--- src/include/cfp_params.svh ---
// Constants for the configuration fuse and protection block.
// Assumes inclusion by the package and by each design file.
`ifndef CFP_PARAMS_SVH
`define CFP_PARAMS_SVH
`define CFP_ADDR_W        22
`define CFP_OFS_DBG       22'h300006
`define CFP_OFS_CP        22'h300008
`define CFP_OFS_CPH       22'h300009
`define CFP_OFS_WP        22'h30000A
`define CFP_OFS_WPH       22'h30000B
`define CFP_OFS_TR        22'h30000C
`define CFP_OFS_TRH       22'h30000D
`define CFP_OFS_ID1       22'h3FFFFE
`define CFP_OFS_ID2       22'h3FFFFF
`define CFP_MASK_DBG      8'h85
`define CFP_MASK_BLK      8'h0F
`define CFP_MASK_CPH      8'hC0
`define CFP_MASK_WPH      8'hE0
`define CFP_MASK_TRH      8'h40
`define CFP_BIT_DEBUG     7
`define CFP_BIT_LVP       2
`define CFP_BIT_STACK     0
`define CFP_BIT_EE        7
`define CFP_BIT_BOOT      6
`define CFP_BIT_CFGWP     5
`define CFP_BOOT_END      22'h0001FF
`define CFP_BLK_SHIFT     13
`define CFP_BLK_TOP       22'h007FFF
`define CFP_CFG_LO        22'h300000
`define CFP_CFG_HI        22'h3000FF
`define CFP_DENY_DATA     8'h00
`define CFP_ALL_ONES      8'hFF
`endif

--- src/include/cfp_pkg.sv ---
// Types for the configuration fuse and protection block.
// Assumes cfp_params.svh is on the include path.
`include "cfp_params.svh"
package cfp_pkg;
	typedef enum logic [1:0] {
		CFP_REGION_BOOT,
		CFP_REGION_BLOCK,
		CFP_REGION_OTHER
	} cfp_region_type;
endpackage

--- src/core/cfp_region_decode.sv ---
// Address to region decoder for program memory protection.
// Assumes addresses are program memory byte addresses.
`timescale 1ns/1ps
`include "cfp_params.svh"
module cfp_region_decode (
	input  wire logic [`CFP_ADDR_W-1:0] addr_in,
	output cfp_pkg::cfp_region_type     region_out,
	output logic      [1:0]             block_out
);
	always_comb begin
		block_out = addr_in[`CFP_BLK_SHIFT+1:`CFP_BLK_SHIFT];
		if (addr_in <= `CFP_BOOT_END) begin
			region_out = cfp_pkg::CFP_REGION_BOOT;
		end else if (addr_in <= `CFP_BLK_TOP) begin
			region_out = cfp_pkg::CFP_REGION_BLOCK;
		end else begin
			region_out = cfp_pkg::CFP_REGION_OTHER;
		end
	end
endmodule

--- src/core/cfp_fuse_core.sv ---
// Configuration fuse bank, protection checks and identification bytes.
// Assumes table accesses arrive as one-cycle strobes synchronous to clk_in.
`timescale 1ns/1ps
`include "cfp_params.svh"
// Contract
// - debug fuse 0 dedicates pins to debug
// - low volt programming enabled when fuse 1
// - stack fault resets only when fuse 1
// - unimplemented config bits read zero
// - code protect fuse 0 protects block
// - code protect fuses only clear
// - eeprom code protect fuse 0 protects
// - boot code protect fuse 0 protects boot
// - write protect fuse 0 blocks writes
// - eeprom write protect fuse 0 blocks writes
// - boot write protect fuse 0 blocks writes
// - config write protect blocks config writes in user mode
// - config write protect changes only externally
// - table read protect denies foreign reads
// - boot table read protect denies foreign reads
// - ident byte one: code low, revision
// - ident bytes form eleven bit part code
// - fuse reads 0 programmed, 1 unprogrammed
module cfp_fuse_core #(
	parameter logic [2:0] PART_CODE_LOW  = 3'h5,
	parameter logic [7:0] PART_CODE_HIGH = 8'h5A,
	parameter logic [4:0] REVISION       = 5'h03
) (
	input  wire logic                   clk_in,
	input  wire logic                   sys_rst_in,
	input  wire logic                   ext_prog_mode_in,
	input  wire logic                   tbl_rd_in,
	input  wire logic                   tbl_wr_in,
	input  wire logic [`CFP_ADDR_W-1:0] tbl_addr_in,
	input  wire logic [7:0]             tbl_wdata_in,
	input  wire logic [`CFP_ADDR_W-1:0] exec_addr_in,
	input  wire logic                   stack_fault_in,
	input  wire logic                   debug_pin_a_in,
	input  wire logic                   debug_pin_b_in,
	output logic [7:0]                  tbl_rdata_out,
	output logic                        tbl_rd_denied_out,
	output logic                        mem_wr_allow_out,
	output logic                        cfg_wr_done_out,
	output logic                        ee_wr_allow_out,
	output logic                        ee_read_protect_out,
	output logic                        debug_enable_out,
	output logic                        debug_pin_a_out,
	output logic                        debug_pin_a_oe_out,
	output logic                        debug_pin_b_out,
	output logic                        debug_pin_b_oe_out,
	output logic                        debug_pins_gpio_out,
	output logic                        low_volt_prog_enable_out,
	output logic                        stack_reset_out,
	output logic [10:0]                 part_id_out
);
	// Fuse cells; their erased state is ones in every implemented bit and zero elsewhere.
	logic [7:0] debug_program_stack_cfg_ff = `CFP_MASK_DBG;
	logic [7:0] block_code_protect_cfg_ff = `CFP_MASK_BLK;
	logic [7:0] boot_eeprom_code_protect_cfg_ff = `CFP_MASK_CPH;
	logic [7:0] block_write_protect_cfg_ff = `CFP_MASK_BLK;
	logic [7:0] boot_eeprom_cfg_write_protect_ff = `CFP_MASK_WPH;
	logic [7:0] block_table_read_protect_cfg_ff = `CFP_MASK_BLK;
	logic [7:0] boot_table_read_protect_cfg_ff = `CFP_MASK_TRH;
	logic [7:0] nxt_rdata;
	logic       nxt_denied;
	logic [7:0] tbl_rdata_ff;
	logic       tbl_rd_denied_ff;
	logic       stack_reset_ff;
	logic       cfg_wr_done_ff;
	logic       cfg_wr_ok;
	logic       mem_wr_ok;
	logic       rd_ok;
	logic       in_cfg;
	cfp_pkg::cfp_region_type tgt_region;
	cfp_pkg::cfp_region_type src_region;
	logic [1:0] tgt_block;
	logic [1:0] src_block;
	logic       code_protect_block0;
	logic       code_protect_block1;
	logic       code_protect_block2;
	logic       code_protect_block3;
	logic       eeprom_code_protect;
	logic       boot_code_protect;
	logic       eeprom_write_protect;
	logic       boot_write_protect;
	logic       config_write_protect;
	logic       boot_table_read_protect;
	logic       code_prot_hit;
	logic       debug_pin_b_ff;

	cfp_region_decode u_tgt (
		.addr_in    (tbl_addr_in),
		.region_out (tgt_region),
		.block_out  (tgt_block)
	);
	cfp_region_decode u_src (
		.addr_in    (exec_addr_in),
		.region_out (src_region),
		.block_out  (src_block)
	);

	assign code_protect_block0 = block_code_protect_cfg_ff[0];
	assign code_protect_block1 = block_code_protect_cfg_ff[1];
	assign code_protect_block2 = block_code_protect_cfg_ff[2];
	assign code_protect_block3 = block_code_protect_cfg_ff[3];
	assign eeprom_code_protect =
		boot_eeprom_code_protect_cfg_ff[`CFP_BIT_EE];
	assign boot_code_protect =
		boot_eeprom_code_protect_cfg_ff[`CFP_BIT_BOOT];
	assign eeprom_write_protect =
		boot_eeprom_cfg_write_protect_ff[`CFP_BIT_EE];
	assign boot_write_protect =
		boot_eeprom_cfg_write_protect_ff[`CFP_BIT_BOOT];
	assign config_write_protect =
		boot_eeprom_cfg_write_protect_ff[`CFP_BIT_CFGWP];
	assign boot_table_read_protect =
		boot_table_read_protect_cfg_ff[`CFP_BIT_BOOT];

	// Config space writes need the config write protect fuse erased or external programming mode.
	assign in_cfg = (tbl_addr_in >= `CFP_CFG_LO) &&
		(tbl_addr_in <= `CFP_CFG_HI);
	assign cfg_wr_ok = tbl_wr_in && in_cfg &&
		(config_write_protect || ext_prog_mode_in);

	// Program memory write permission toward the flash engine.
	always_comb begin
		mem_wr_ok = 1'b1;
		unique case (tgt_region)
			cfp_pkg::CFP_REGION_BOOT:
				mem_wr_ok = boot_write_protect;
			cfp_pkg::CFP_REGION_BLOCK:
				mem_wr_ok = block_write_protect_cfg_ff[tgt_block];
			cfp_pkg::CFP_REGION_OTHER:
				mem_wr_ok = 1'b1;
		endcase
	end
	assign mem_wr_allow_out = mem_wr_ok;

	// Table reads of a protected block from foreign code are denied.
	always_comb begin
		rd_ok = 1'b1;
		unique case (tgt_region)
			cfp_pkg::CFP_REGION_BOOT:
				rd_ok = boot_table_read_protect ||
					(src_region == cfp_pkg::CFP_REGION_BOOT);
			cfp_pkg::CFP_REGION_BLOCK:
				rd_ok = block_table_read_protect_cfg_ff[tgt_block] ||
					((src_region == cfp_pkg::CFP_REGION_BLOCK) &&
					(src_block == tgt_block));
			cfp_pkg::CFP_REGION_OTHER:
				rd_ok = 1'b1;
		endcase
	end

	// Read mux; unimplemented bits read zero because fuse writes store them masked.
	always_comb begin
		nxt_rdata = `CFP_DENY_DATA;
		nxt_denied = 1'b0;
		unique case (tbl_addr_in)
			`CFP_OFS_DBG: nxt_rdata = debug_program_stack_cfg_ff;
			`CFP_OFS_CP:  nxt_rdata = block_code_protect_cfg_ff;
			`CFP_OFS_CPH: nxt_rdata = boot_eeprom_code_protect_cfg_ff;
			`CFP_OFS_WP:  nxt_rdata = block_write_protect_cfg_ff;
			`CFP_OFS_WPH: nxt_rdata = boot_eeprom_cfg_write_protect_ff;
			`CFP_OFS_TR:  nxt_rdata = block_table_read_protect_cfg_ff;
			`CFP_OFS_TRH: nxt_rdata = boot_table_read_protect_cfg_ff;
			`CFP_OFS_ID1: nxt_rdata = {PART_CODE_LOW, REVISION};
			`CFP_OFS_ID2: nxt_rdata = PART_CODE_HIGH;
			default:      nxt_denied = !rd_ok ||
				(ext_prog_mode_in && code_prot_hit);
		endcase
	end

	always_ff @(posedge clk_in) begin
		if (sys_rst_in) begin
			tbl_rdata_ff <= `CFP_DENY_DATA;
			tbl_rd_denied_ff <= 1'b0;
		end else if (tbl_rd_in) begin
			tbl_rdata_ff <= nxt_rdata;
			tbl_rd_denied_ff <= nxt_denied;
		end
	end
	assign tbl_rdata_out = tbl_rdata_ff;
	assign tbl_rd_denied_out = tbl_rd_denied_ff;

	// Fuse bank: kept across device reset, erased state is ones in every implemented bit.
	always_ff @(posedge clk_in) begin
		if (cfg_wr_ok) begin
			unique case (tbl_addr_in)
				`CFP_OFS_DBG: debug_program_stack_cfg_ff <=
					tbl_wdata_in & `CFP_MASK_DBG;
				`CFP_OFS_CP: block_code_protect_cfg_ff <=
					block_code_protect_cfg_ff & tbl_wdata_in &
					`CFP_MASK_BLK;
				`CFP_OFS_CPH: boot_eeprom_code_protect_cfg_ff <=
					boot_eeprom_code_protect_cfg_ff & tbl_wdata_in &
					`CFP_MASK_CPH;
				`CFP_OFS_WP: block_write_protect_cfg_ff <=
					tbl_wdata_in & `CFP_MASK_BLK;
				`CFP_OFS_WPH: begin
					boot_eeprom_cfg_write_protect_ff <=
						tbl_wdata_in & `CFP_MASK_WPH;
					if (!ext_prog_mode_in) begin
						boot_eeprom_cfg_write_protect_ff[`CFP_BIT_CFGWP]
							<= config_write_protect;
					end
				end
				`CFP_OFS_TR: block_table_read_protect_cfg_ff <=
					tbl_wdata_in & `CFP_MASK_BLK;
				`CFP_OFS_TRH: boot_table_read_protect_cfg_ff <=
					tbl_wdata_in & `CFP_MASK_TRH;
				default: ;
			endcase
		end
	end

	always_ff @(posedge clk_in) begin
		if (sys_rst_in) begin
			cfg_wr_done_ff <= 1'b0;
		end else begin
			cfg_wr_done_ff <= cfg_wr_ok;
		end
	end
	assign cfg_wr_done_out = cfg_wr_done_ff;

	always_ff @(posedge clk_in) begin
		if (sys_rst_in) begin
			stack_reset_ff <= 1'b0;
		end else begin
			stack_reset_ff <= stack_fault_in &&
				debug_program_stack_cfg_ff[`CFP_BIT_STACK];
		end
	end
	assign stack_reset_out = stack_reset_ff;

	assign debug_enable_out =
		!debug_program_stack_cfg_ff[`CFP_BIT_DEBUG];
	assign debug_pins_gpio_out = !debug_enable_out;
	// Debug link forms pin b data but holds its output enable low; pin a stays a clock input.
	assign debug_pin_a_out = 1'b0;
	assign debug_pin_a_oe_out = 1'b0;
	// The data pin level is registered so the pad never sees a glitch.
	always_ff @(posedge clk_in) begin
		if (sys_rst_in) begin
			debug_pin_b_ff <= 1'b0;
		end else begin
			debug_pin_b_ff <= debug_enable_out && debug_pin_a_in &&
				!debug_pin_b_in;
		end
	end
	assign debug_pin_b_out = debug_pin_b_ff;
	assign debug_pin_b_oe_out = 1'b0;
	assign low_volt_prog_enable_out =
		debug_program_stack_cfg_ff[`CFP_BIT_LVP];
	assign ee_wr_allow_out = eeprom_write_protect;
	assign ee_read_protect_out = !eeprom_code_protect;
	assign part_id_out = {PART_CODE_HIGH, PART_CODE_LOW};

	// Code protection toward the external programmer read path.
	always_comb begin
		code_prot_hit = 1'b0;
		unique case (tgt_region)
			cfp_pkg::CFP_REGION_BOOT:
				code_prot_hit = !boot_code_protect;
			cfp_pkg::CFP_REGION_BLOCK:
				code_prot_hit = !block_code_protect_cfg_ff[tgt_block];
			cfp_pkg::CFP_REGION_OTHER:
				code_prot_hit = 1'b0;
		endcase
	end

	stack_reset_a: assert property (@(posedge clk_in) disable iff
		(sys_rst_in) (stack_fault_in &&
		debug_program_stack_cfg_ff[`CFP_BIT_STACK]) |=> stack_reset_out)
		else $error("stack fault did not reset");
	stack_quiet_a: assert property (@(posedge clk_in) disable iff
		(sys_rst_in) !debug_program_stack_cfg_ff[`CFP_BIT_STACK]
		|=> !stack_reset_out)
		else $error("stack reset while disabled");
	cfgwp_hold_a: assert property (@(posedge clk_in) disable iff
		(sys_rst_in) !ext_prog_mode_in |=> $stable(config_write_protect))
		else $error("config protect changed in user mode");
	cp_clear_a: assert property (@(posedge clk_in) disable iff
		(sys_rst_in) (block_code_protect_cfg_ff & ~$past(
		block_code_protect_cfg_ff)) == 8'h00)
		else $error("code protect bit was set");
	unimpl_zero_a: assert property (@(posedge clk_in) disable iff
		(sys_rst_in) (debug_program_stack_cfg_ff & ~`CFP_MASK_DBG) ==
		8'h00 && (boot_table_read_protect_cfg_ff & ~`CFP_MASK_TRH) == 8'h00)
		else $error("unimplemented bit set");
	cfg_wr_blk_a: assert property (@(posedge clk_in) disable iff
		(sys_rst_in) (tbl_wr_in && !config_write_protect &&
		!ext_prog_mode_in) |=> !cfg_wr_done_out)
		else $error("protected config write went through");
	wr_done_a: assert property (@(posedge clk_in) disable iff
		(sys_rst_in) (tbl_wr_in && in_cfg && config_write_protect)
		|=> cfg_wr_done_out)
		else $error("open config write not accepted");
	boot_wr_a: assert property (@(posedge clk_in) disable iff
		(sys_rst_in) (tgt_region == cfp_pkg::CFP_REGION_BOOT &&
		!boot_write_protect) |-> !mem_wr_allow_out)
		else $error("boot write allowed");
	blk_wr_a: assert property (@(posedge clk_in) disable iff
		(sys_rst_in) (tgt_region == cfp_pkg::CFP_REGION_BLOCK &&
		!block_write_protect_cfg_ff[tgt_block]) |-> !mem_wr_allow_out)
		else $error("block write allowed");
	ee_wr_a: assert property (@(posedge clk_in) disable iff
		(sys_rst_in) !eeprom_write_protect |-> !ee_wr_allow_out)
		else $error("eeprom write allowed");
	ee_cp_a: assert property (@(posedge clk_in) disable iff
		(sys_rst_in) ee_read_protect_out == !eeprom_code_protect)
		else $error("eeprom protect level wrong");
	rd_deny_a: assert property (@(posedge clk_in) disable iff
		(sys_rst_in) (tbl_rd_in && nxt_denied) |=>
		(tbl_rd_denied_out && tbl_rdata_out == `CFP_DENY_DATA))
		else $error("denied read leaked data");
	tr_deny_a: assert property (@(posedge clk_in) disable iff
		(sys_rst_in) (tbl_rd_in &&
		tgt_region == cfp_pkg::CFP_REGION_BLOCK &&
		!block_table_read_protect_cfg_ff[tgt_block] &&
		!(src_region == cfp_pkg::CFP_REGION_BLOCK &&
		src_block == tgt_block)) |=> tbl_rd_denied_out)
		else $error("foreign block read allowed");
	boot_rd_a: assert property (@(posedge clk_in) disable iff
		(sys_rst_in) (tbl_rd_in &&
		tgt_region == cfp_pkg::CFP_REGION_BOOT &&
		!boot_table_read_protect &&
		src_region != cfp_pkg::CFP_REGION_BOOT) |=> tbl_rd_denied_out)
		else $error("foreign boot read allowed");
	ident_a: assert property (@(posedge clk_in) disable iff
		(sys_rst_in) (tbl_rd_in && tbl_addr_in == `CFP_OFS_ID1) |=>
		tbl_rdata_out[7:5] == part_id_out[2:0])
		else $error("ident byte mismatch");
	cp_hit_a: assert property (@(posedge clk_in) disable iff
		(sys_rst_in) (tbl_rd_in && ext_prog_mode_in &&
		tgt_region == cfp_pkg::CFP_REGION_BLOCK &&
		!block_code_protect_cfg_ff[tgt_block]) |=> tbl_rd_denied_out)
		else $error("code protect missed");
	boot_cp_a: assert property (@(posedge clk_in) disable iff
		(sys_rst_in) (tbl_rd_in && ext_prog_mode_in &&
		tgt_region == cfp_pkg::CFP_REGION_BOOT &&
		!boot_code_protect) |=> tbl_rd_denied_out)
		else $error("boot code protect missed");
	dbg_en_a: assert property (@(posedge clk_in) disable iff
		(sys_rst_in) debug_enable_out ==
		!debug_program_stack_cfg_ff[`CFP_BIT_DEBUG])
		else $error("debug enable level wrong");
	lvp_a: assert property (@(posedge clk_in) disable iff
		(sys_rst_in) low_volt_prog_enable_out ==
		debug_program_stack_cfg_ff[`CFP_BIT_LVP])
		else $error("low volt programming level wrong");
endmodule

--- config.mk ---
export PLATFORM = sky130hd
export DESIGN_NAME = cfp_fuse_core
export DESIGN_NICKNAME = d
export VERILOG_FILES = /design/src/include/cfp_pkg.sv /design/src/core/cfp_region_decode.sv /design/src/core/cfp_fuse_core.sv
export VERILOG_INCLUDE_DIRS = /design/src /design/src/include
export SDC_FILE = /design/constraint.sdc
export NUM_CORES = 1
export LEC_CHECK = 0
export BUFFER_PORTS_ARGS = -buffer_cell sky130_fd_sc_hd__buf_4
export CORE_ASPECT_RATIO = 0.6
export CORE_MARGIN = 1.5
export CORE_UTILIZATION = 35
export DETAILED_ROUTE_END_ITERATION = 12
export GPL_TIMING_DRIVEN = 0
export PLACE_DENSITY = 0.75
export SETUP_SLACK_MARGIN = 0.2
export SLEW_MARGIN = 0
export SYNTH_ARGS = -nofsm -noshare
export SYNTH_HDL_FRONTEND = slang
export SYNTH_HIERARCHICAL = 1
export SYNTH_SLANG_ARGS = --single-unit
--- constraint.sdc ---
create_clock -name clk_in -period 1.8 [get_ports clk_in]
set_input_delay 0.09 -clock clk_in [delete_from_list [all_inputs] [get_ports clk_in]]
set_output_delay 0.09 -clock clk_in [all_outputs]
set_load 0.05 [all_outputs]
-- After elaboration in Yosys (flattened, before gate mapping)
Cells that the tools add are included.
- $lt $le $gt $ge: 7
- equal/unequal tests: 13
- muxes and demuxes: 15
- bitwise logic cells: 2
- reductions and logical operators: 29
- operator list (cell ; number):
    $eq 22x22->1 const B ; 9
    $pmux 8 s9 ; 1
    $le 22x15->1 const B ; 2
    $le 22x9->1 const B ; 2
    $ge 22x22->1 const B ; 1
    $le 22x22->1 const B ; 1
    $reduce_and 2->1 ; 7
    $pmux 1 s3 ; 3
    $reduce_or 9->1 ; 1
    $and 8x8->8 ; 1
    $logic_and 1x1->1 ; 8
    $mux 2 ; 4
    $bmux 1 s2 ; 3
    $logic_not 1->1 ; 6
    $and 4x4->4 ; 1
    $eq 2x1->1 const B ; 2
    $logic_not 2->1 ; 2
    $logic_or 1x1->1 ; 4
    $lt 2x4->1 const B ; 1
    $mux 1 ; 4
    $reduce_and 3->1 ; 1
    $eq 2x2->1 ; 1
    $eq 2x2->1 const B ; 1
- register bits after elaboration: 33
- bits of input ports: 60
- output and inout bits: 32
- logic and storage cells: 79

-- Depth between registers and ports, before layout
- depth in word-level cells: 10
- depth in mapped cells: 9
- depth with buffers taken out: 9

-- Hierarchy
The synthesis kept the hierarchy.
- modules (own cells, without submodules) (module ; instances ; cells an instance ; area each (um^2) ; sequential area each (um^2)):
    cfp_fuse_core ; 1 ; 176 ; 1904.3 ; 870.8
    cfp_region_decode ; 2 ; 8 ; 53.8 ; 0.0

-- Least setup slack after synthesis
Ideal clock, no wire load.
- path type: input to output
- from: input tbl_addr_in[11]
- to: output mem_wr_allow_out
- arrival time: 2239 ps
- required time: 1710 ps
- setup slack: -529 ps
- cell stages on the path: 5
- buffers on the path: 0
- path through: or4_1 o211a_1 inv_1 ha_1 o21ai_0
- longest elaborated chain between the ends: 5
- elaborated cells between the ends (all ways): 8
- classes of those cells: order compare (2); eq/ne (2); mux (3); reduce/logical (1)
- RTL lines (element ; line ; RTL):
    start, declared ; cfp_fuse_core.sv:34 ; input wire logic [`CFP_ADDR_W-1:0] tbl_addr_in,
    $le 22x15->1 (no line) ; -- ;
    $mux 2 ; cfp_region_decode.sv:14 ; end else if (addr_in <= `CFP_BLK_TOP) begin
    $mux 2 (*) ; cfp_region_decode.sv:12 ; if (addr_in <= `CFP_BOOT_END) begin
    net tgt_region[0] ; cfp_fuse_core.sv:74 ; cfp_pkg::cfp_region_type tgt_region;
    $eq 2x2->1, or another cell as far along ; cfp_fuse_core.sv:128 ; unique case (tgt_region)
    $pmux 1 s3 (*) ; cfp_fuse_core.sv:128 ;
    end, declared ; cfp_fuse_core.sv:42 ; output logic mem_wr_allow_out,
Mark *: on every way through the listed nets, which the timed path passes. The rest lies on a longest branch.

-- Worst setup path in the final report
- from: register block_write_protect_cfg_ff[3]
- to: output mem_wr_allow_out
- longest elaborated chain between the ends: 3
- RTL lines (element ; line ; RTL):
    start, declared ; cfp_fuse_core.sv:60 ; logic [7:0] block_write_protect_cfg_ff = `CFP_MASK_BLK;
    start signal, assigned ; cfp_fuse_core.sv:198 ; `CFP_OFS_WP: block_write_protect_cfg_ff <=
    $bmux 1 s2 ; cfp_fuse_core.sv:132 ; mem_wr_ok = block_write_protect_cfg_ff[tgt_block];
    $mux 1 (not written as such) ; cfp_fuse_core.sv:132 ;
    $pmux 1 s3 ; cfp_fuse_core.sv:128 ;
Every way passes these cells. The select of a mux whose other input is x is not followed.

==> metrics.csv <==
stage,metric,value,unit
run_status,run status,finished clean,
hold_path,kind of path behind the tightest hold check,input pin to register,
placed_design,routability congestion estimate from global placement,0.880,
power_and_ir_drop,combinational group share of total power,0.207,
floorplan,number of placement rows,21,
worst_setup_path,startpoint types,register,
worst_setup_path,element type at the critical path end,primary output,
cells_and_area,post-route insts no fill,370,
sta,number of endpoints with negative hold slack in the final report,0,
global_route,GRT Overall Usage,0.189,
placed_design,Port Buf Inserts,65,
worst_setup_path,beginning of the worst register-to-register path,boot_eeprom_cfg_write_protect_ff[5],
sta,Tightest Pin Transition,0.693,ns
worst_setup_path,Critical Setup Path Class,register to primary output,
routing,highest routing layer actually used,met4,
power_and_ir_drop,internal power component,1.23,mW
sta,final count of pins violating max slew,0,
yosys,Async SR Flop Fraction,0,
floorplan,initial core utilization,0.361,
global_route,maximum number of pins on one net before global-route repair,12,
yosys,synthesized instance count,192,
worst_setup_path,depth of the worst register-to-register path,5,
sta,setup repair after global routing missed its margin,yes,
routing,routed wire length on met2,2.59,mm
routing,initial detailed-routing violation count,109,
sta,total setup violations reported at the end of the flow,0,
power_and_ir_drop,highest ir drop seen on vdd,0.398,mV
yosys,top flip-flop cell by instance count after synthesis,edfxtp_1,
routing,number of nets still failing antenna checks after routing,0,
worst_setup_path,worst path buffer plus inverter count,1,
power_and_ir_drop,total power of the final layout,1.72,mW
sta,tightest slew margin relative to the limit,0.538,
power_and_ir_drop,Pleak,1.25,nW
hold_path,startpoint of the tightest hold check path,tbl_wdata_in[1],
yosys,number of enable flip-flop cells after synthesis,21,
hold_path,Worst Hold Depth,1,
global_route,via count of the first global-routing pass,1677,
clock_tree,clock latency at the later pin of the worst-skew pair,0.29,ns
routing,Met3 Routed Length,499,um
routing,mean routed wirelength per cell,15.6,um
power_and_ir_drop,share of power burned in the clock network,0.324,
placed_design,cell total after placement,349,
cells_and_area,Final Util,0.555,
cells_and_area,number of antenna repair diodes,0,
routing,WL final,5.77,mm
sta,Max Clock Freq,0.588,GHz
clock_tree,CTS sink cnt,33,
yosys,distinct cell type count after synthesis,51,
cells_and_area,"Area growth, synth to finish",53.8,%
global_route,total global routing overflow,0,
cells_and_area,fin nets,351,
clock_tree,post-CTS clock slew at the launch and capture registers of the worst setup and hold paths,0.07,ns
placed_design,worst slack at placement,-0.273,ns
yosys,sequential fraction of the synthesis area,0.433,
power_and_ir_drop,power dissipated by switching net loads,0.484,mW
worst_setup_path,maximum net fanout on the critical path,2,
worst_setup_path,CP cell instances,mux4_2 -> a21oi_4 -> o21ai_4 -> buf_6,
sta,crit path time final,1.70,ns
clock_tree,CTS H-tree depth,2,
hold_path,end point of the most critical hold path,block_table_read_protect_cfg_ff[1],
floorplan,Top-Level Pins,92,
power_and_ir_drop,sequential power share,0.469,
global_route,antenna violations before repair,0,
routing,number of vias in the routed layout,1852,
power_and_ir_drop,share of total power consumed by net switching,0.282,
worst_setup_path,CP max stage delay,0.53,ns
global_route,global-route wire length before repair,8.67,mm
worst_setup_path,endpoint of the worst register-to-register path,boot_eeprom_cfg_write_protect_ff[5],
floorplan,y dimension of the die,61.7,um
floorplan,Total Die Area,6230,um^2
placed_design,Detail Placement HPWL,4.31,mm
power_and_ir_drop,Power per Cell Area,555,nW/um^2
clock_tree,Max Buffers Root-to-Sink,2,
sta,fin crit share,0.945,
worst_setup_path,arrival time at the worst endpoint,1.61,ns
floorplan,standard cell core area,5570,um^2
floorplan,Die Span X,101,um
yosys,Yosys reg bits,33,
worst_setup_path,critical-path cell with the highest stage delay,mux4_2,
job,total of max-cap violations,0,
cells_and_area,fraction of final layout cells sized beyond drive strength 1,0.483,
clock_tree,number of buffers created by CTS,5,
sta,Setup TNS,0,ns
routing,length of the first detailed-routing pass in iterations,4,
sta,setup ws final,0.0993,ns
routing,post-route DRC violation count,0,
sta,Setup Skew,0.00821,ns
yosys,number of warnings reported in the yosys synthesis log,6,
routing,WL met1,2.63,mm
worst_setup_path,"Largest delay share family, worst path",multiplexers,
yosys,Mapped Avg Cell Area,10.5,um^2
worst_setup_path,worst setup slack for register-to-register paths,0.26,ns
routing,number of vias per cell after detailed routing,5.01,
worst_setup_path,critical path data required time,1.71,ns
clock_tree,CTS tree,done,
yosys,"Cell Area, Synth",2010,um^2
clock_tree,clock tree root driver cell,clkbuf_8,
## repair_timing
item	4_1_cts	5_1_grt
buffers inserted	6	2
hold buffers	5	0
pin swaps	13	12
endpoints found under the hold margin	8	0
setup endpoints to repair	20	23
gates resized for setup	20	18
## layout make-up
type | instances | area, um^2
buffer | 23 | 168
clock buffer | 5 | 68.8
clock inverter | 3 | 16.3
fill | 482 | 2480
inverter | 10 | 40.0
multi-input combinational | 138 | 1180
sequential | 33 | 871
tap | 80 | 100
timing repair buffer | 78 | 654
## power by group through the flow
stage	registers, mW	clock network [mW]	logic, mW
6_report	0.805	0.556	0.356
5_1_grt	0.804	0.586	0.379
4_1_cts	0.805	0.559	0.334
3_5_place_dp	0.822	0	0.307
3_3_place_gp	0.821	0	0.301
2_1_floorplan	0.829	0	0.166
## stage by stage
step | area (um^2) | hold slack, ns
floorplan | 2120 | 0.169
global placement | 2710 | 0.259
detailed placement | 2710 | 0.265
CTS | 2980 | 0.000141
global route | 3090 | 0.000974
finish | 3090 | 0.00104
## kinds of logic after synthesis
group                      after synthesis  share of synthesized area
xor gates and xnor gates                 2                    0.00871
DFF                                     33                      0.433
AOI/OAI and AO/OA                       34                      0.133
muxes                                    9                     0.0634
adders and majority gates                2                     0.0124
buffers and inverters                   33                     0.0964
and+or+nand+nor                         77                      0.249
other                                    2                    0.00373
## synth_stat cells (4+ instances only)
cell	count	area share
a22o_1	6	0.026
buf_4	18	0.067
inv_1	10	0.019
nand3_1	6	0.015
mux2i_1	6	0.030
dfxtp_1	12	0.12
edfxtp_1	21	0.31
nor3_1	5	0.012
nor2_1	12	0.022
o21ai_0	5	0.012
and2_1	7	0.022
nor4_1	7	0.022
nand2_1	10	0.019
a21oi_1	5	0.012
or4_1	4	0.015
## flip-flops by register name, indices dropped and copies added (netlist names), 2 cells and up
signal / count
block_table_read_protect_cfg_ff: 4
boot_eeprom_code_protect_cfg_ff: 2
boot_eeprom_cfg_write_protect_ff: 3
block_write_protect_cfg_ff: 4
debug_program_stack_cfg_ff: 3
block_code_protect_cfg_ff: 4
tbl_rdata_out: 8
## layout by cell type (no fill, tap or decap), types with 3 or more instances in the layout
master	n
a21oi_1	4
a22o_1	6
and2_1	7
buf_4	79
buf_6	9
buf_8	4
clkbuf_8	5
conb_1	14
dfxtp_1	12
dlygate4sd3_1	5
edfxtp_1	21
inv_1	8
mux2i_1	6
mux4_2	3
nand2_1	8
nand3_1	6
nand4b_1	3
nor2_1	10
nor3_1	3
nor4_1	3
nor4_4	5
o21ai_0	4
or4_1	3
## how the worst max path moves through the flow
| stage | from | to | slack [ns] | depth (start not counted) |
|---|---|---|---|---|
| final | block_write_protect_cfg_ff[3] | mem_wr_allow_out | 0.1 | 4 |
| after global routing | block_write_protect_cfg_ff[3] | mem_wr_allow_out | 0.06 | 4 |
| after CTS | block_write_protect_cfg_ff[3] | mem_wr_allow_out | 0.12 | 4 |
| after detailed placement | tbl_addr_in[13] | block_write_protect_cfg_ff[3] | -0.27 | 6 |
| after global placement | tbl_addr_in[13] | block_write_protect_cfg_ff[3] | -0.27 | 6 |
| after floorplan | tbl_addr_in[15] | boot_eeprom_cfg_write_protect_ff[5] | 0.13 | 5 |
## metal layers
layer,vias to the layer above,global-route usage
li1,897,-
met1,853,0.248
met2,93,0.300
met3,9,0.0626
met4,0,0.0624
met5,-,0
(Power assumes the default switching activity.)
